`config.mk`:
```
export PLATFORM = sky130hd
export DESIGN_NAME = iedm_interrupt_disable_mask_low
export DESIGN_NICKNAME = d
export VERILOG_FILES = /design/src/iedm_pkg.sv /design/src/iedm_enable_cell.sv /design/src/iedm_interrupt_disable_mask_low.sv
export SDC_FILE = /design/constraint.sdc
export NUM_CORES = 1
export LEC_CHECK = 0
export BUFFER_PORTS_ARGS = -buffer_cell sky130_fd_sc_hd__buf_2
export CAP_MARGIN = 20
export CORE_MARGIN = 5
export CORE_UTILIZATION = 29
export CTS_CLUSTER_SIZE = 28
export DETAILED_ROUTE_END_ITERATION = 16
export HOLD_SLACK_MARGIN = 0.05
export MAX_ROUTING_LAYER = met4
export SLEW_MARGIN = 5
export SYNTH_ARGS = -nofsm -noshare
export SYNTH_HDL_FRONTEND = slang
export SYNTH_SLANG_ARGS = --single-unit
```
`constraint.sdc`:
```
create_clock -name core_clk_in -period 1.8 [get_ports core_clk_in]
set_input_delay 0.36 -clock core_clk_in [delete_from_list [all_inputs] [get_ports core_clk_in]]
set_output_delay 0.36 -clock core_clk_in [all_outputs]
set_load 0.05 [all_outputs]
```
`src/iedm_pkg.sv`:
```
package iedm_pkg;

    // ------------------------------------------------------------------
    // bus geometry
    // ------------------------------------------------------------------
    localparam int          IEDM_ADDR_W      = 8;
    localparam int          IEDM_DATA_W      = 32;
    localparam int          IEDM_STRB_W      = 4;

    // ------------------------------------------------------------------
    // register offsets (byte addresses)
    // ------------------------------------------------------------------
    localparam logic [7:0]  IEDM_SET_OFS     = 8'h00;
    localparam logic [7:0]  IEDM_CLR_OFS     = 8'h04;

    // ------------------------------------------------------------------
    // field layout and reset values
    // ------------------------------------------------------------------
    localparam logic [31:0] IEDM_IMPL_MASK   = 32'hffff_ffdf;
    localparam logic [31:0] IEDM_ENA_RESET   = 32'h0000_0000;
    localparam logic [31:0] IEDM_RDATA_RESET = 32'h0000_0000;

    // ------------------------------------------------------------------
    // response codes
    // ------------------------------------------------------------------
    localparam logic [1:0]  IEDM_RESP_OKAY   = 2'h0;
    localparam logic [1:0]  IEDM_RESP_SLVERR = 2'h2;

    // ------------------------------------------------------------------
    // channel state machines
    // ------------------------------------------------------------------
    typedef enum logic [1:0] {
        IEDM_WR_IDLE = 2'h1,
        IEDM_WR_RESP = 2'h2
    } iedm_wr_state_e;

    typedef enum logic [1:0] {
        IEDM_RD_IDLE = 2'h1,
        IEDM_RD_RESP = 2'h2
    } iedm_rd_state_e;

endpackage

```
`src/iedm_enable_cell.sv`:
```
`timescale 1ns/1ps
module iedm_enable_cell #(
    parameter bit IMPL    = 1'b1,
    parameter bit RST_VAL = 1'b0
) (
    // clock and reset
    input  wire logic core_clk_in,
    input  wire logic srst_in,
    // bit commands
    input  wire logic set_in,
    input  wire logic clr_in,
    // stored enable
    output logic      state_out
);

    // unimplemented positions never leave zero
    always_ff @(posedge core_clk_in) begin
        if (srst_in || !IMPL) begin
            state_out <= RST_VAL & IMPL;
        end else if (clr_in) begin
            state_out <= 1'b0;
        end else if (set_in) begin
            state_out <= 1'b1;
        end
    end

endmodule // iedm_enable_cell

```
`src/iedm_interrupt_disable_mask_low.sv`:
```
`timescale 1ns/1ps
module iedm_interrupt_disable_mask_low
    import iedm_pkg::*;
(
    // clock and reset
    input  wire logic                   core_clk_in,
    input  wire logic                   srst_in,

    // axi4-lite write address
    input  wire logic [IEDM_ADDR_W-1:0] s_axi_awaddr_in,
    input  wire logic [2:0]             s_axi_awprot_in,
    input  wire logic                   s_axi_awvalid_in,
    output logic                        s_axi_awready_out,

    // axi4-lite write data
    input  wire logic [IEDM_DATA_W-1:0] s_axi_wdata_in,
    input  wire logic [IEDM_STRB_W-1:0] s_axi_wstrb_in,
    input  wire logic                   s_axi_wvalid_in,
    output logic                        s_axi_wready_out,

    // axi4-lite write response
    output logic [1:0]                  s_axi_bresp_out,
    output logic                        s_axi_bvalid_out,
    input  wire logic                   s_axi_bready_in,

    // axi4-lite read address
    input  wire logic [IEDM_ADDR_W-1:0] s_axi_araddr_in,
    input  wire logic [2:0]             s_axi_arprot_in,
    input  wire logic                   s_axi_arvalid_in,
    output logic                        s_axi_arready_out,

    // axi4-lite read data
    output logic [IEDM_DATA_W-1:0]      s_axi_rdata_out,
    output logic [1:0]                  s_axi_rresp_out,
    output logic                        s_axi_rvalid_out,
    input  wire logic                   s_axi_rready_in,

    // enable mask towards the controller
    output logic [IEDM_DATA_W-1:0]      interrupt_enable_mask_out
);

    // ------------------------------------------------------------------
    // write channel state
    // ------------------------------------------------------------------
    iedm_wr_state_e             wr_state_r;
    iedm_wr_state_e             wr_state_nxt;
    logic                       aw_held_r;
    logic                       aw_held_nxt;
    logic                       w_held_r;
    logic                       w_held_nxt;
    logic [IEDM_ADDR_W-1:0]     waddr_r;
    logic [IEDM_DATA_W-1:0]     wdata_r;
    logic [IEDM_STRB_W-1:0]     wstrb_r;
    logic                       awready_r;
    logic                       wready_r;
    logic                       bvalid_r;
    logic [1:0]                 bresp_r;

    // ------------------------------------------------------------------
    // read channel state
    // ------------------------------------------------------------------
    iedm_rd_state_e             rd_state_r;
    iedm_rd_state_e             rd_state_nxt;
    logic                       arready_r;
    logic                       rvalid_r;
    logic [IEDM_DATA_W-1:0]     rdata_r;
    logic [1:0]                 rresp_r;

    // ------------------------------------------------------------------
    // shared mask
    // ------------------------------------------------------------------
    logic [IEDM_DATA_W-1:0]     enable_bits;
    logic [IEDM_DATA_W-1:0]     interrupt_enable_set_bits;
    logic [IEDM_DATA_W-1:0]     interrupt_disable_bits;

    // ------------------------------------------------------------------
    // handshakes and commit
    // ------------------------------------------------------------------
    wire aw_hs  = s_axi_awvalid_in && awready_r;
    wire w_hs   = s_axi_wvalid_in && wready_r;
    wire b_hs   = bvalid_r && s_axi_bready_in;
    wire ar_hs  = s_axi_arvalid_in && arready_r;
    wire r_hs   = rvalid_r && s_axi_rready_in;
    wire commit = (wr_state_r == IEDM_WR_IDLE) && aw_held_r && w_held_r;

    // ------------------------------------------------------------------
    // address decode
    // ------------------------------------------------------------------
    wire w_is_set = waddr_r[IEDM_ADDR_W-1:2] == IEDM_SET_OFS[7:2];
    wire w_is_clr = waddr_r[IEDM_ADDR_W-1:2] == IEDM_CLR_OFS[7:2];
    wire r_is_set = s_axi_araddr_in[IEDM_ADDR_W-1:2] == IEDM_SET_OFS[7:2];
    wire r_is_clr = s_axi_araddr_in[IEDM_ADDR_W-1:2] == IEDM_CLR_OFS[7:2];
    wire w_mapped = w_is_set || w_is_clr;
    wire r_mapped = r_is_set || r_is_clr;

    // ------------------------------------------------------------------
    // byte lane masking
    // ------------------------------------------------------------------
    wire [IEDM_DATA_W-1:0] strb_bits = {{8{wstrb_r[3]}}, {8{wstrb_r[2]}},
                                        {8{wstrb_r[1]}}, {8{wstrb_r[0]}}};
    // zeros and dropped lanes give no command; bit five masked off
    wire [IEDM_DATA_W-1:0] wr_ones = wdata_r & strb_bits
                                   & IEDM_IMPL_MASK;

    assign interrupt_enable_set_bits = (commit && w_is_set) ? wr_ones
                                     : '0;
    assign interrupt_disable_bits    = (commit && w_is_clr) ? wr_ones
                                     : '0;

    // ------------------------------------------------------------------
    // read selection
    // ------------------------------------------------------------------
    wire [IEDM_DATA_W-1:0] rd_word  = r_mapped
                                    ? (enable_bits & IEDM_IMPL_MASK)
                                    : '0;
    wire [1:0]             rd_resp  = r_mapped ? IEDM_RESP_OKAY
                                               : IEDM_RESP_SLVERR;
    wire [1:0]             wr_resp  = w_mapped ? IEDM_RESP_OKAY
                                               : IEDM_RESP_SLVERR;

    // ------------------------------------------------------------------
    // write next state
    // ------------------------------------------------------------------
    assign aw_held_nxt = commit ? 1'b0 : (aw_held_r || aw_hs);
    assign w_held_nxt  = commit ? 1'b0 : (w_held_r || w_hs);

    always_comb begin
        wr_state_nxt = wr_state_r;
        case (wr_state_r)
            IEDM_WR_IDLE: begin
                if (commit) begin
                    wr_state_nxt = IEDM_WR_RESP;
                end
            end
            IEDM_WR_RESP: begin
                if (b_hs) begin
                    wr_state_nxt = IEDM_WR_IDLE;
                end
            end
            default: begin
                wr_state_nxt = IEDM_WR_IDLE;
            end
        endcase
    end

    // ------------------------------------------------------------------
    // read next state
    // ------------------------------------------------------------------
    always_comb begin
        rd_state_nxt = rd_state_r;
        case (rd_state_r)
            IEDM_RD_IDLE: begin
                if (ar_hs) begin
                    rd_state_nxt = IEDM_RD_RESP;
                end
            end
            IEDM_RD_RESP: begin
                if (r_hs) begin
                    rd_state_nxt = IEDM_RD_IDLE;
                end
            end
            default: begin
                rd_state_nxt = IEDM_RD_IDLE;
            end
        endcase
    end

    // ------------------------------------------------------------------
    // write channel registers
    // ------------------------------------------------------------------
    always_ff @(posedge core_clk_in) begin
        if (srst_in) begin
            wr_state_r <= IEDM_WR_IDLE;
            aw_held_r  <= 1'b0;
            w_held_r   <= 1'b0;
            awready_r  <= 1'b0;
            wready_r   <= 1'b0;
            bvalid_r   <= 1'b0;
            bresp_r    <= IEDM_RESP_OKAY;
        end else begin
            wr_state_r <= wr_state_nxt;
            aw_held_r  <= aw_held_nxt;
            w_held_r   <= w_held_nxt;
            awready_r  <= (wr_state_nxt == IEDM_WR_IDLE) && !aw_held_nxt;
            wready_r   <= (wr_state_nxt == IEDM_WR_IDLE) && !w_held_nxt;
            bvalid_r   <= wr_state_nxt == IEDM_WR_RESP;
            if (commit) begin
                bresp_r <= wr_resp;
            end
        end
    end

    // payload capture
    always_ff @(posedge core_clk_in) begin
        if (srst_in) begin
            waddr_r <= '0;
            wdata_r <= '0;
            wstrb_r <= '0;
        end else begin
            if (aw_hs) begin
                waddr_r <= s_axi_awaddr_in;
            end
            if (w_hs) begin
                wdata_r <= s_axi_wdata_in;
                wstrb_r <= s_axi_wstrb_in;
            end
        end
    end

    // ------------------------------------------------------------------
    // read channel registers
    // ------------------------------------------------------------------
    always_ff @(posedge core_clk_in) begin
        if (srst_in) begin
            rd_state_r <= IEDM_RD_IDLE;
            arready_r  <= 1'b0;
            rvalid_r   <= 1'b0;
            rdata_r    <= IEDM_RDATA_RESET;
            rresp_r    <= IEDM_RESP_OKAY;
        end else begin
            rd_state_r <= rd_state_nxt;
            arready_r  <= rd_state_nxt == IEDM_RD_IDLE;
            rvalid_r   <= rd_state_nxt == IEDM_RD_RESP;
            if (ar_hs) begin
                rdata_r <= rd_word;
                rresp_r <= rd_resp;
            end
        end
    end

    // ------------------------------------------------------------------
    // enable storage, one cell per bit position
    // ------------------------------------------------------------------
    for (genvar i = 0; i < IEDM_DATA_W; i++) begin : g_ena
        iedm_enable_cell #(
            .IMPL    (IEDM_IMPL_MASK[i]),
            .RST_VAL (IEDM_ENA_RESET[i])
        ) u_cell (
            .core_clk_in (core_clk_in),
            .srst_in     (srst_in),
            .set_in      (interrupt_enable_set_bits[i]),
            .clr_in      (interrupt_disable_bits[i]),
            .state_out   (enable_bits[i])
        );
    end

    // ------------------------------------------------------------------
    // outputs
    // ------------------------------------------------------------------
    assign s_axi_awready_out         = awready_r;
    assign s_axi_wready_out          = wready_r;
    assign s_axi_bvalid_out          = bvalid_r;
    assign s_axi_bresp_out           = bresp_r;
    assign s_axi_arready_out         = arready_r;
    assign s_axi_rvalid_out          = rvalid_r;
    assign s_axi_rdata_out           = rdata_r;
    assign s_axi_rresp_out           = rresp_r;
    assign interrupt_enable_mask_out = enable_bits;

endmodule // iedm_interrupt_disable_mask_low

```
Word-level counts from Yosys, hierarchy flattened. Cells that the tools add are included.

Bits in registers: 122. Output and inout port bits: 73. Latch bits: 0. Memory bits (writable): 0. Memory bits (read-only): 0. Memories kept: 0.

Equality and inequality tests: 10. Bitwise gates (word level): 1. Div/mod/pow operators: 0. Multipliers: 0. Shifts and indexed selects: 0. Order comparisons: 0. Add/subtract/negate cells: 0. Muxes and demuxes: 13. Reductions and logical operators: 50.

Operator list (number): $mux 32 (3); $reduce_or 2->1 (31); $and 32x32->32 (1); $eq 6x1->1 const B (2); $logic_not 6->1 (2); $mux 2 (6); $logic_and 1x1->1 (11); $eq 2x1->1 const B (4); $eq 2x2->1 const B (4); $pmux 2 s2 (2); $logic_or 1x1->1 (4); $logic_not 1->1 (2); $mux 1 (2).

Depth between registers and ports, before layout. Gate-level depths: netlist (run 1).

Depth in word-level cells: 7. Mapped depth: 7.

Hierarchy. Synthesis (run 1) repeated with hierarchy kept, for this count alone.

Cells, all modules: 636. Area total of the unflattened synthesis: 5103.6 µm².

Modules (own cells, without submodules): iedm_interrupt_disable_mask_low (area each 4045.1 µm², instances 1, sequential area each 1701.6 µm², cells an instance 541); iedm_enable_cell (g_ena[0].u_cell ...) (area each 33.8 µm², instances 31, sequential area each 20.0 µm², cells an instance 3); iedm_enable_cell (g_ena[5].u_cell) (area each 11.3 µm², instances 1, sequential area each 0.0 µm², cells an instance 2).

Worst setup path before layout (run 1). OpenSTA, ideal clock, no wires.

Kind: reg2reg. From: register arready_r (netlist: s_axi_arready_out). To: register rdata_r[14] (netlist: s_axi_rdata_out[14]). Setup time: 70 ps. Path slack: 313 ps. Clock period less this slack: 1487 ps. Path buffers: 2. Arrival time: 1417 ps. Cell stages (with the launch flop): 6. Cell sequence: dfxtp_1 -> and2_1 -> clkbuf_1 -> buf_2 -> nand4_1 -> a21oi_1.

Longest elaborated chain between the ends: 1.

RTL lines: start, declared (RTL line iedm_interrupt_disable_mask_low.sv:64) `logic arready_r;`; start signal, assigned (RTL line iedm_interrupt_disable_mask_low.sv:216) `arready_r <= 1'b0;`; start signal, assigned (RTL line iedm_interrupt_disable_mask_low.sv:222) `arready_r <= rd_state_nxt == IEDM_RD_IDLE;`; $logic_and 1x1->1 (RTL line iedm_interrupt_disable_mask_low.sv:82) `wire ar_hs = s_axi_arvalid_in && arready_r;`; end signal, assigned (RTL line iedm_interrupt_disable_mask_low.sv:225) `rdata_r <= rd_word;`; end, declared (RTL line iedm_interrupt_disable_mask_low.sv:66) `logic [IEDM_DATA_W-1:0] rdata_r;`.

No other way between the ends. A chain may end at the register's enable or synchronous reset.

Worst setup path after layout (run 1).
From: register awready_r (netlist: s_axi_awready_out). To: output port s_axi_awready_out.

RTL lines: start, declared (RTL line iedm_interrupt_disable_mask_low.sv:54) `logic awready_r;`; start signal, assigned (RTL line iedm_interrupt_disable_mask_low.sv:184) `awready_r <= (wr_state_nxt == IEDM_WR_IDLE) && !aw_held_nxt;`; end, declared (RTL line iedm_interrupt_disable_mask_low.sv:13) `output logic s_axi_awready_out,`.

No word-level cell between the ends.

==> summary.txt, run 1 <==
Finish
  • P&R area growth vs syn: 20.73%
  • Commonest non-fill, non-tap cells in the layout: buf_2, dfxtp_1, nand2_1
  • Final net count: 746
  • Finished Layout Cells: 927
  • Post-route cell area: 0.006506 sq mm
  • Most common cell after layout, fill and taps aside: buf_2
  • Share of layout cells above drive strength 1: 0.2928

Global route
  • Number of global-route vias before repair: 4026
  • GRT Resource Usage Total: 0.1316
  • Total grt overflow: 0
  • Largest net degree at the start of global routing: 81
  • First-pass GRT wire length: 21.80 mm
  • Initial antenna violation count: 8

Yosys
  • Number of synthesized flops with an enable pin: 0
  • Cell Area, Synth: 0.005389 sq mm
  • YS warnings: 0
  • Distinct cell type count after synthesis: 41
  • Yosys top cell area share: 0.4309
  • Post-synthesis cell count: 604
  • Seq/Total Area, Yosys: 0.4309
  • FF+latch count, synth: 116
  • Dominant synthesized flop cell: dfxtp_1
  • Area contributors post-synth: dfxtp_1, nand2_1, a21oi_1, nand4_2, mux2i_1
  • Post-synth top area cell: dfxtp_1
  • Post-synth ARST share: 0
  • Average cell area after synthesis: 8.922 sq um

Die
  • Placeable Area: 0.01815 sq mm
  • Io pins: 138
  • Initial Utilization: 0.2970
  • Num rows: 49
  • Die Y: 146.3 um
  • Die Wd: 146.3 um
  • Die area: 0.02141 sq mm

Clock network
  • Worst-path clk slew: 0.06 ns
  • Clk_lat worst skew: 0.42 ns
  • Bufs on Longest Clock Path: 2
  • Postcts setup bufs: 0
  • Post-CTS resize count: 0
  • CTS buffer count: 17
  • Hold buffers post-CTS: 0
  • H-tree lvl count: 4
  • Clk root buf: clkbuf_16
  • Clock sink total: 116
  • TritonCTS clock tree: yes

Power and ir drop
  • Power Density: 1159 mW/mm^2
  • Lkg Pwr: 2.769 nW
  • Worst vdd ir: 0.0004038 V

STA
  • Min Tclk post-route: 1.559 ns
  • Max-slew headroom: 0.6173
  • Pin slew with the least headroom to its limit: 0.5740 ns
  • Final setup viols: 0
  • Slew Limit Fails: 0
  • Fmax: 641.3 MHz
  • Final Hold Violating Endpoints: 0
  • Unrepaired setup endpoints after global routing: no
  • Setup TNS Final: 0 ns
  • Clock Skews: 0.004711 ns
  • Final clock period utilization by the worst path: 0.8663

Placement
  • DP HPWL: 9.398 mm
  • GPL Wtd Cong: 0.7825
  • Placed insts: 887
  • DP Area: 0.005899 sq mm
  • PortBufs: 121

Critical path
  • Worst EP arrival: 1.20 ns
  • Critical Path Start Type: flip-flop
  • Crit path largest cell delay: 0.47 ns
  • CP Capture Type: output pin
  • Worst path slowest cell: dfxtp_1
  • Setup CP Type: flip-flop to output pin
  • CP bufs+invs: 1
  • Critical-path cell list: buf_2
  • CP Max Fanout: 9
  • Critical path's top delay family: flip-flops
  • Critical Path RT: 1.44 ns

Routing
  • DR DRC count: 0
  • Total number of vias: 4178
  • WL/cell: 14.54 um
  • Detailed Route WL: 13.48 mm
  • Via density: 4.507
  • Initial DRC count: 247
  • First-pass DRT Iterations: 6
  • Post-route ant nets: 0

Worst hold path
  • Hold Path Class: input pin to flip-flop

Outcome
  • Status: completed

Flow run
  • Max-Cap Viols: 0
[flip-flops by register name, summed over array words and instances, names as in the netlist]
name	count
w_held_r	1
s_axi_wready_out	1
s_axi_rresp_out	1
s_axi_awready_out	1
wstrb_r	4
s_axi_bresp_out	1
aw_held_r	1
wdata_r	31
wr_state_r	2
s_axi_rvalid_out	1
g_ena.u_cell.state_out	31
s_axi_bvalid_out	1
waddr_r	6
s_axi_rdata_out	31
s_axi_arready_out	1
rd_state_r	2
[kinds of logic after synthesis]
group	synth area share
flip-flops	0.4309
multiplexers	0.05758
other	0.0006959
AND/OR/NAND/NOR	0.2946
AO/OA/AOI/OAI	0.09194
buffers and inverters	0.1149
adder cells (fa/ha/maj)	0.009288
[final timing paths]
check                 startpoint                          to  depth (start not counted)  slack (ns)
max            s_axi_awready_out           s_axi_awready_out                          1        0.24
max reg2reg        wr_state_r[0]  g_ena[27].u_cell.state_out                          5        0.28
min            s_axi_wdata_in[1]                  wdata_r[1]                          3        0.18
min reg2reg  s_axi_rdata_out[14]         s_axi_rdata_out[14]                          2        0.45
[area by class of cell]
| cell class | instances | area, sq um |
|---|---|---|
| fill | 1906 | 11640 |
| multi-input combinational | 401 | 2467 |
| sequential | 116 | 2322 |
| timing repair buffer | 135 | 800.8 |
| clock buffer | 20 | 456.7 |
| tap | 229 | 286.5 |
| clock inverter | 12 | 130.1 |
| inverter | 6 | 22.52 |
| antenna | 8 | 20.02 |
[cell usage after synthesis, types with 4 or more instances]
master,number
nand4_1,37
buf_2,15
nand2b_1,34
a21oi_1,77
buf_4,35
buf_1,4
nand4_2,26
nand2_1,112
and2_1,34
ha_1,4
nand3_1,8
clkbuf_1,17
nor2_1,5
dfxtp_1,116
buf_6,7
inv_1,6
mux2i_1,31
[where the power goes]
part	switching, W	internal [W]	total, W
registers	0.000143	0.00276	0.00290
clock network	0.00120	0.00210	0.00331
logic	0.000878	0.000454	0.00133
total	0.00223	0.00531	0.00754
[layer usage]
layer / share of wire / up-vias / global-route usage
met3: 0.072 / 17 / 0.05361
met1: 0.52 / 1863 / 0.1797
met2: 0.39 / 105 / 0.1727
li1: - / 2193 / -
met5: 0 / - / -
met4: 0.014 / 0 / 0.04798
[through the flow]
stage               worst slack (ns)  utilization  hold slack [ns]  total power, W
floorplan                     0.3130            -           0.4316        0.003990
global placement              0.3043       0.3251           0.4368        0.004290
detailed placement            0.2893       0.3251           0.4422        0.004304
CTS                           0.2257       0.3574           0.1606        0.007648
global route                  0.1686       0.3585           0.1742        0.007933
finish                        0.2406       0.3585           0.1790        0.007540
Power figures use the tool's default switching activity.
==> run 2, diff against run 1 <==
--- a/config.mk
+++ b/config.mk
@@ -7,12 +7,16 @@
 export LEC_CHECK = 0
 export BUFFER_PORTS_ARGS = -buffer_cell sky130_fd_sc_hd__buf_2
 export CAP_MARGIN = 20
+export CELL_PAD_IN_SITES_DETAIL_PLACEMENT = 1
+export CELL_PAD_IN_SITES_GLOBAL_PLACEMENT = 2
 export CORE_MARGIN = 5
 export CORE_UTILIZATION = 29
+export CTS_CLUSTER_DIAMETER = 50
 export CTS_CLUSTER_SIZE = 28
 export DETAILED_ROUTE_END_ITERATION = 16
 export HOLD_SLACK_MARGIN = 0.05
 export MAX_ROUTING_LAYER = met4
+export PLACE_DENSITY_LB_ADDON = 0.1
 export SLEW_MARGIN = 5
 export SYNTH_ARGS = -nofsm -noshare
 export SYNTH_HDL_FRONTEND = slang
==> run 2 against run 1 <==
  * Final area shrank 0.77%
  * Flip-flop and latch count unchanged
  * Sequential power about the same
  * Clock power grew 3%
  * Wire length grew 6.3%
  * Combinational power barely moved
  * Largest cell class unchanged
  * Utilization is 0.28 points lower
  * First-iteration DRC count is 60% lower
  * Global-route usage increased by 0.75 points
  * Critical path depth up 4
  * Cell count decreased by 1.3%
==> summary.txt, run 2 (synthesized netlist as in run 1, its figures left out) <==
STA
  • Final Hold Violating Endpoints: 0 (unchanged)
  • Fmax: 615.3 MHz (was 641.3 MHz)
  • Final clock period utilization by the worst path: 0.9029 (was 0.8663)
  • Setup TNS Final: 0 ns (unchanged)
  • Slew Limit Fails: 0 (unchanged)
  • Max-slew headroom: 0.6290 (was 0.6173)
  • Min Tclk post-route: 1.625 ns (was 1.559 ns)
  • Clock Skews: 0.007539 ns (was 0.004711 ns)
  • Min Hold Slack: 0.1902 ns (was 0.1790 ns)
  • Pin slew with the least headroom to its limit: 0.5565 ns (was 0.5740 ns)
  • Final setup viols: 0 (unchanged)
  • Unrepaired setup endpoints after global routing: no (unchanged)

Global route
  • First-pass GRT wire length: 23.56 mm (was 21.80 mm)
  • Initial antenna violation count: 0 (was 8)
  • Number of global-route vias before repair: 4433 (was 4026)
  • GRT Resource Usage Total: 0.1391 (was 0.1316)
  • Largest net degree at the start of global routing: 75 (was 81)
  • Total grt overflow: 0 (unchanged)

Critical path
  • FF-to-FF Start: wr_state_r[0] (unchanged)
  • Setup CP Type: flip-flop to flip-flop (was flip-flop to output pin)
  • CP Capture Type: flip-flop (was output pin)
  • Critical Path Start Type: flip-flop (unchanged)
  • Worst R2R End: g_ena[0].u_cell.state_out (was g_ena[27].u_cell.state_out)
  • FF-to-FF setup slack: 0.17 ns (was 0.28 ns)
  • Critical Path RT: 2.05 ns (was 1.44 ns)
  • CP Max Fanout: 33 (was 9)
  • Worst EP arrival: 1.88 ns (was 1.20 ns)
  • Cells on worst reg2reg path: 5 (unchanged)

Flow run
  • Max-Cap Viols: 0 (unchanged)

Clock network
  • Hold buffers post-CTS: 0 (unchanged)
  • TritonCTS clock tree: yes (unchanged)
  • Clock sink total: 116 (unchanged)
  • Bufs on Longest Clock Path: 2 (unchanged)
  • Clk_lat worst skew: 0.41 ns (was 0.42 ns)
  • Postcts setup bufs: 0 (unchanged)
  • Clk root buf: clkbuf_16 (unchanged)
  • H-tree lvl count: 4 (unchanged)
  • Worst-path clk slew: 0.05 ns (was 0.06 ns)
  • Post-CTS resize count: 0 (unchanged)
  • CTS buffer count: 17 (unchanged)

Die
  • Die Wd: 146.3 um (unchanged)
  • Initial Utilization: 0.2970 (unchanged)
  • Die area: 0.02141 sq mm (unchanged)
  • Die Y: 146.3 um (unchanged)
  • Io pins: 138 (unchanged)
  • Placeable Area: 0.01815 sq mm (unchanged)
  • Num rows: 49 (unchanged)

Routing
  • Via density: 4.601 (was 4.507)
  • First-pass DRT Iterations: 4 (was 6)
  • DR DRC count: 0 (unchanged)
  • Total number of vias: 4210 (was 4178)
  • Detailed Route WL: 14.33 mm (was 13.48 mm)
  • WL/cell: 15.66 um (was 14.54 um)
  • Initial DRC count: 100 (was 247)
  • Post-route ant nets: 0 (unchanged)

Finish
  • Commonest non-fill, non-tap cells in the layout: buf_2, dfxtp_1, nand2_1 (unchanged)
  • Share of layout cells above drive strength 1: 0.2886 (was 0.2928)
  • P&R area growth vs syn: 19.80% (was 20.73%)
  • Finished Layout Cells: 915 (was 927)
  • Final net count: 743 (was 746)
  • Post-route cell area: 0.006456 sq mm (was 0.006506 sq mm)
  • Most common cell after layout, fill and taps aside: buf_2 (unchanged)
  • N_diodes: 0 (was 8)

Outcome
  • Status: completed (unchanged)

Worst hold path
  • Hold path endpoint: wdata_r[15] (was wdata_r[1])
  • Hold Path Class: input pin to flip-flop (unchanged)
  • Worst Hold Depth: 3 (unchanged)
  • HP Start: s_axi_wdata_in[15] (was s_axi_wdata_in[1])

Power and ir drop
  • Lkg Pwr: 2.757 nW (was 2.769 nW)
  • Worst vdd ir: 0.0006884 V (was 0.0004038 V)
  • Power Density: 1183 mW/mm^2 (was 1159 mW/mm^2)

Placement
  • DP HPWL: 10.30 mm (was 9.398 mm)
  • PortBufs: 121 (unchanged)
  • DP Area: 0.005852 sq mm (was 0.005899 sq mm)
  • Placed insts: 884 (was 887)
  • GPL Wtd Cong: 0.6841 (was 0.7825)
## run 2: cell types whose count changed in the layout (fill, tap and decap cells not counted), sizes merged
cell,delta
buf,-3
bufinv,+1
clkbuf,+2
clkinv,-1
clkinvlp,-2
diode,-8
inv,-1
## run 2: metal layers
layer / up-vias / track usage / routed length (um)
met1: 1922 / 0.2049 / 7872
met2: 100 / 0.1831 / 5606
met5: - / - / 0
li1: 2171 / - / -
met3: 17 / 0.03533 / 645
met4: 0 / 0.04516 / 207
## run 2: per-stage QoR
stage | util | setup slack (ns) | power, W
after CTS | 0.3556 | 0.1037 | 0.007753
after detailed placement | 0.3225 | 0.1227 | 0.004289
after global routing | 0.3558 | 0.05009 | 0.008018
final | 0.3558 | 0.1748 | 0.007635
after floorplan | - | 0.3130 | 0.003990
after global placement | 0.3225 | 0.1681 | 0.004253
## run 2: critical path, stage by stage (launching register included)
cell	delay (ns)
dfxtp_1	0.41
ha_2	0.28
and3_2	0.27
buf_12	0.22
nand4_2	0.13
mux2i_1	0.15
## run 2: worst max-delay path by stage
stage                     depth (start not counted)              start  slack, ns                          to
after floorplan                                   5  s_axi_arready_out       0.31         s_axi_rdata_out[14]
after global placement                            5      wr_state_r[0]       0.17  g_ena[20].u_cell.state_out
after detailed placement                          5      wr_state_r[0]       0.12   g_ena[0].u_cell.state_out
after CTS                                         5      wr_state_r[0]       0.10   g_ena[0].u_cell.state_out
after global routing                              5      wr_state_r[0]       0.05   g_ena[1].u_cell.state_out
final                                             5      wr_state_r[0]       0.17   g_ena[0].u_cell.state_out
## run 2: layout make-up
type / instances / area [sq um]
multi-input cells: 401 / 2470
clock buffers: 22 / 474.2
well taps: 229 / 286.5
flip-flops and latches: 116 / 2322
clock inverters: 9 / 127.6
inverters: 6 / 22.52
repair buffers: 132 / 753.2
fillers: 2115 / 11690
## run 2: power breakdown
part	internal (W)	switching, W
clock	0.00227	0.00115
sequential	0.00276	0.000147
combinational	0.000421	0.000888
total	0.00545	0.00219
==> run 3, diff against run 2 <==
--- a/config.mk
+++ b/config.mk
@@ -10,7 +10,7 @@
 export CELL_PAD_IN_SITES_DETAIL_PLACEMENT = 1
 export CELL_PAD_IN_SITES_GLOBAL_PLACEMENT = 2
 export CORE_MARGIN = 5
-export CORE_UTILIZATION = 29
+export CORE_UTILIZATION = 30
 export CTS_CLUSTER_DIAMETER = 50
 export CTS_CLUSTER_SIZE = 28
 export DETAILED_ROUTE_END_ITERATION = 16
@@ -20,4 +20,5 @@
 export SLEW_MARGIN = 5
 export SYNTH_ARGS = -nofsm -noshare
 export SYNTH_HDL_FRONTEND = slang
+export SYNTH_HIERARCHICAL = 1
 export SYNTH_SLANG_ARGS = --single-unit
==> run 3 against run 2 <==
  * Non-clock buffer count is 3 higher
  * Cell count grew 5.9%
  * Largest cell class unchanged
  * Sequential share of layout area decreased by 0.64 points
  * Synthesized cell count grew 5.3%
  * Sequential power grew 3%
==> summary.txt, run 3 <==
Routing
  • Initial DRC count: 116 (was 100)
  • DR DRC count: 0 (unchanged)
  • Detailed Route WL: 15.13 mm (was 14.33 mm)
  • Post-route ant nets: 0 (unchanged)
  • Total number of vias: 4678 (was 4210)
  • WL/cell: 15.61 um (was 15.66 um)
  • Via density: 4.828 (was 4.601)
  • First-pass DRT Iterations: 4 (unchanged)

Yosys
  • Cell with the most instances after synthesis: nand2_1 (was dfxtp_1)
  • Dominant synthesized flop cell: dfxtp_1 (unchanged)
  • Average cell area after synthesis: 8.025 sq um (was 8.922 sq um)
  • Post-synth top area cell: dfxtp_1 (unchanged)
  • Seq/Total Area, Yosys: 0.4550 (was 0.4309)
  • Area contributors post-synth: dfxtp_1, nor3_2, nand2_1, a21oi_1, nor2_1 (was dfxtp_1, nand2_1, a21oi_1, nand4_2, mux2i_1)
  • Cell Area, Synth: 0.005104 sq mm (was 0.005389 sq mm)
  • YS warnings: 6 (was 0)
  • Number of synthesized flops with an enable pin: 0 (unchanged)
  • Post-synth ARST share: 0 (unchanged)
  • Post-synthesis cell count: 636 (was 604)
  • Synth top cells by count: nand2_1, dfxtp_1, a21oi_1 (was dfxtp_1, nand2_1, a21oi_1)
  • FF+latch count, synth: 116 (unchanged)
  • Yosys top cell area share: 0.4550 (was 0.4309)
  • Distinct cell type count after synthesis: 35 (was 41)

Power and ir drop
  • Net Switching: 0.002218 W (was 0.002187 W)
  • Worst vdd ir: 0.0006779 V (was 0.0006884 V)
  • P_int: 0.005854 W (was 0.005448 W)
  • Sequential Power Share: 0.371 (was 0.381)
  • Lkg Pwr: 2.511 nW (was 2.757 nW)
  • Overall power: 0.008072 W (was 0.007635 W)
  • Sw Share: 0.2748 (was 0.2864)
  • Clock share of power: 0.477 (was 0.448)
  • Gate power share: 0.152 (was 0.172)
  • Power Density: 1227 mW/mm^2 (was 1183 mW/mm^2)

Global route
  • Initial antenna violation count: 0 (unchanged)
  • GRT Resource Usage Total: 0.1570 (was 0.1391)
  • Total grt overflow: 0 (unchanged)
  • First-pass GRT wire length: 24.16 mm (was 23.56 mm)
  • Largest net degree at the start of global routing: 69 (was 75)
  • Number of global-route vias before repair: 4603 (was 4433)

Critical path
  • Critical path's top delay family: simple AND/OR/NAND/NOR gates (was flip-flops)
  • Setup CP Type: flip-flop to flip-flop (unchanged)
  • CP Max Fanout: 63 (was 33)
  • Worst path slowest cell: dfxtp_1 (unchanged)
  • CP Capture Type: flip-flop (unchanged)
  • Critical-path cell list: inv_1, ha_1, and3_1, nand3_4, buf_12, nor3_1, nor2_1, nor3_2 (was ha_2, and3_2, buf_12, nand4_2, mux2i_1)
  • CP bufs+invs: 2 (was 1)
  • Crit path largest cell delay: 0.39 ns (was 0.41 ns)
  • Worst EP arrival: 1.90 ns (was 1.88 ns)
  • Critical Path RT: 2.08 ns (was 2.05 ns)
  • Critical Path Start Type: flip-flop (unchanged)

Clock network
  • Hold buffers post-CTS: 0 (unchanged)
  • Post-CTS resize count: 0 (unchanged)
  • Postcts setup bufs: 0 (unchanged)
  • Worst-path clk slew: 0.06 ns (was 0.05 ns)
  • Clock sink total: 116 (unchanged)
  • CTS buffer count: 17 (unchanged)
  • Bufs on Longest Clock Path: 2 (unchanged)
  • H-tree lvl count: 4 (unchanged)
  • Clk_lat worst skew: 0.41 ns (about the same)
  • TritonCTS clock tree: yes (unchanged)
  • Clk root buf: clkbuf_16 (unchanged)

Placement
  • DP Area: 0.005902 sq mm (was 0.005852 sq mm)
  • PortBufs: 121 (unchanged)
  • DP HPWL: 10.78 mm (was 10.30 mm)
  • GPL Wtd Cong: 0.7812 (was 0.6841)
  • Worst Setup Slack post-DPL: 0.1596 ns (was 0.1227 ns)

Finish
  • N_diodes: 0 (unchanged)
  • P&R area growth vs syn: 28.86% (was 19.80%)
  • Final net count: 805 (was 743)
  • Filler cells: 2015 (was 2115)
  • Share of layout cells above drive strength 1: 0.3044 (was 0.2886)
  • Commonest non-fill, non-tap cells in the layout: nand2_1, buf_2, dfxtp_1 (was buf_2, dfxtp_1, nand2_1)
  • Post-route cell area: 0.006576 sq mm (was 0.006456 sq mm)
  • Most common cell after layout, fill and taps aside: nand2_1 (was buf_2)

STA
  • Min Tclk post-route: 1.624 ns (was 1.625 ns)
  • Unrepaired setup endpoints after global routing: no (unchanged)
  • Setup TNS Final: 0 ns (unchanged)
  • Max-slew headroom: 0.6028 (was 0.6290)
  • Final clock period utilization by the worst path: 0.9025 (was 0.9029)
  • Final worst-path setup slack: 0.1756 ns (was 0.1748 ns)
  • Fmax: 615.6 MHz (was 615.3 MHz)
  • Min Hold Slack: 0.1911 ns (was 0.1902 ns)
  • Final setup viols: 0 (unchanged)
  • Clock Skews: 0.009767 ns (was 0.007539 ns)
  • Slew Limit Fails: 0 (unchanged)
  • Pin slew with the least headroom to its limit: 0.5950 ns (was 0.5565 ns)
  • Final Hold Violating Endpoints: 0 (unchanged)

Die
  • Num rows: 47 (was 49)
  • Placeable Area: 0.01664 sq mm (was 0.01815 sq mm)
  • Die Y: 140.4 um (was 146.3 um)
  • Die area: 0.01972 sq mm (was 0.02141 sq mm)
  • Io pins: 138 (unchanged)
  • Initial Utilization: 0.3067 (was 0.2970)
  • Die Wd: 140.4 um (was 146.3 um)

Worst hold path
  • Hold Path Class: input pin to flip-flop (unchanged)

Flow run
  • Max-Cap Viols: 0 (unchanged)

Outcome
  • Status: completed (unchanged)
==> run 3: cell count changes after synthesis, moves of 31 or more <==
cell / previous run / this run
nor2_1: 5 / 67
nor3_2: 0 / 60
mux2i_1: 31 / 0
nand2_1: 112 / 145
nand2b_1: 34 / 2
==> run 3: stage by stage <==
| step | util | cells |
|---|---|---|
| final | 0.3952 | 969 |
| after global routing | 0.3952 | 969 |
| after CTS | 0.3952 | 969 |
| after detailed placement | 0.3546 | 937 |
| after global placement | 0.3546 | 937 |
| after floorplan | - | 638 |
==> run 3: kinds of logic (layout without fill, tap and decap cells) <==
family,count (synthesis),in the layout,share of synthesized area
AO/OA/AOI/OAI,90,90,0.09660
other,2,4,0.001471
adder cells (fa/ha/maj),4,4,0.009807
flip-flops,116,116,0.4550
buffers and inverters,63,174,0.05884
AND/OR/NAND/NOR,361,361,0.3783
==> run 3: cell type report <==
| cell class | count | area [sq um] | area share |
|---|---|---|---|
| repair buffers | 135 | 788.3 | 0.1199 |
| flip-flops and latches | 116 | 2323 | 0.3533 |
| clock buffers | 22 | 474.2 | 0.07211 |
| clock inverters | 10 | 200.2 | 0.03044 |
| well taps | 220 | 275.3 | 0.04186 |
| inverters | 7 | 26.28 | 0.003995 |
| multi-input cells | 459 | 2489 | 0.3784 |
==> run 3: final timing paths <==
check / end / slack (ns) / start / cells past startpoint
setup / recovery: g_ena[31].u_cell/state_out / 0.18 / wr_state_r[1] / 8
hold / removal: wdata_r[1] / 0.19 / s_axi_wdata_in[1] / 3
setup reg to reg: g_ena[31].u_cell/state_out / 0.18 / wr_state_r[1] / 8
hold reg to reg: s_axi_rdata_out[8] / 0.45 / s_axi_rdata_out[8] / 2
==> run 3: per-layer routing <==
metal  GRT usage  share of wire  routed length, um
met1      0.2175           0.52               7837
met5           -              0                  0
met4     0.04946          0.010                158
met2      0.2240           0.42               6424
met3     0.03954          0.047                707
==> run 3: worst register-to-register path, stage by stage (launching register included) <==
cell	delay, ns
dfxtp_1	0.39
inv_1	0.06
ha_1	0.18
and3_1	0.19
nand3_4	0.08
buf_12	0.29
nor3_1	0.13
nor2_1	0.13
nor3_2	0.05
==> run 3: power by group through the flow <==
stage                     sequential [W]  clock [W]  combinational (W)
after detailed placement         0.00305          0            0.00125
after global routing             0.00302    0.00406            0.00138
after global placement           0.00303          0            0.00121
after floorplan                  0.00306          0           0.000807
final                            0.00299    0.00385            0.00123
after CTS                        0.00299    0.00394            0.00126
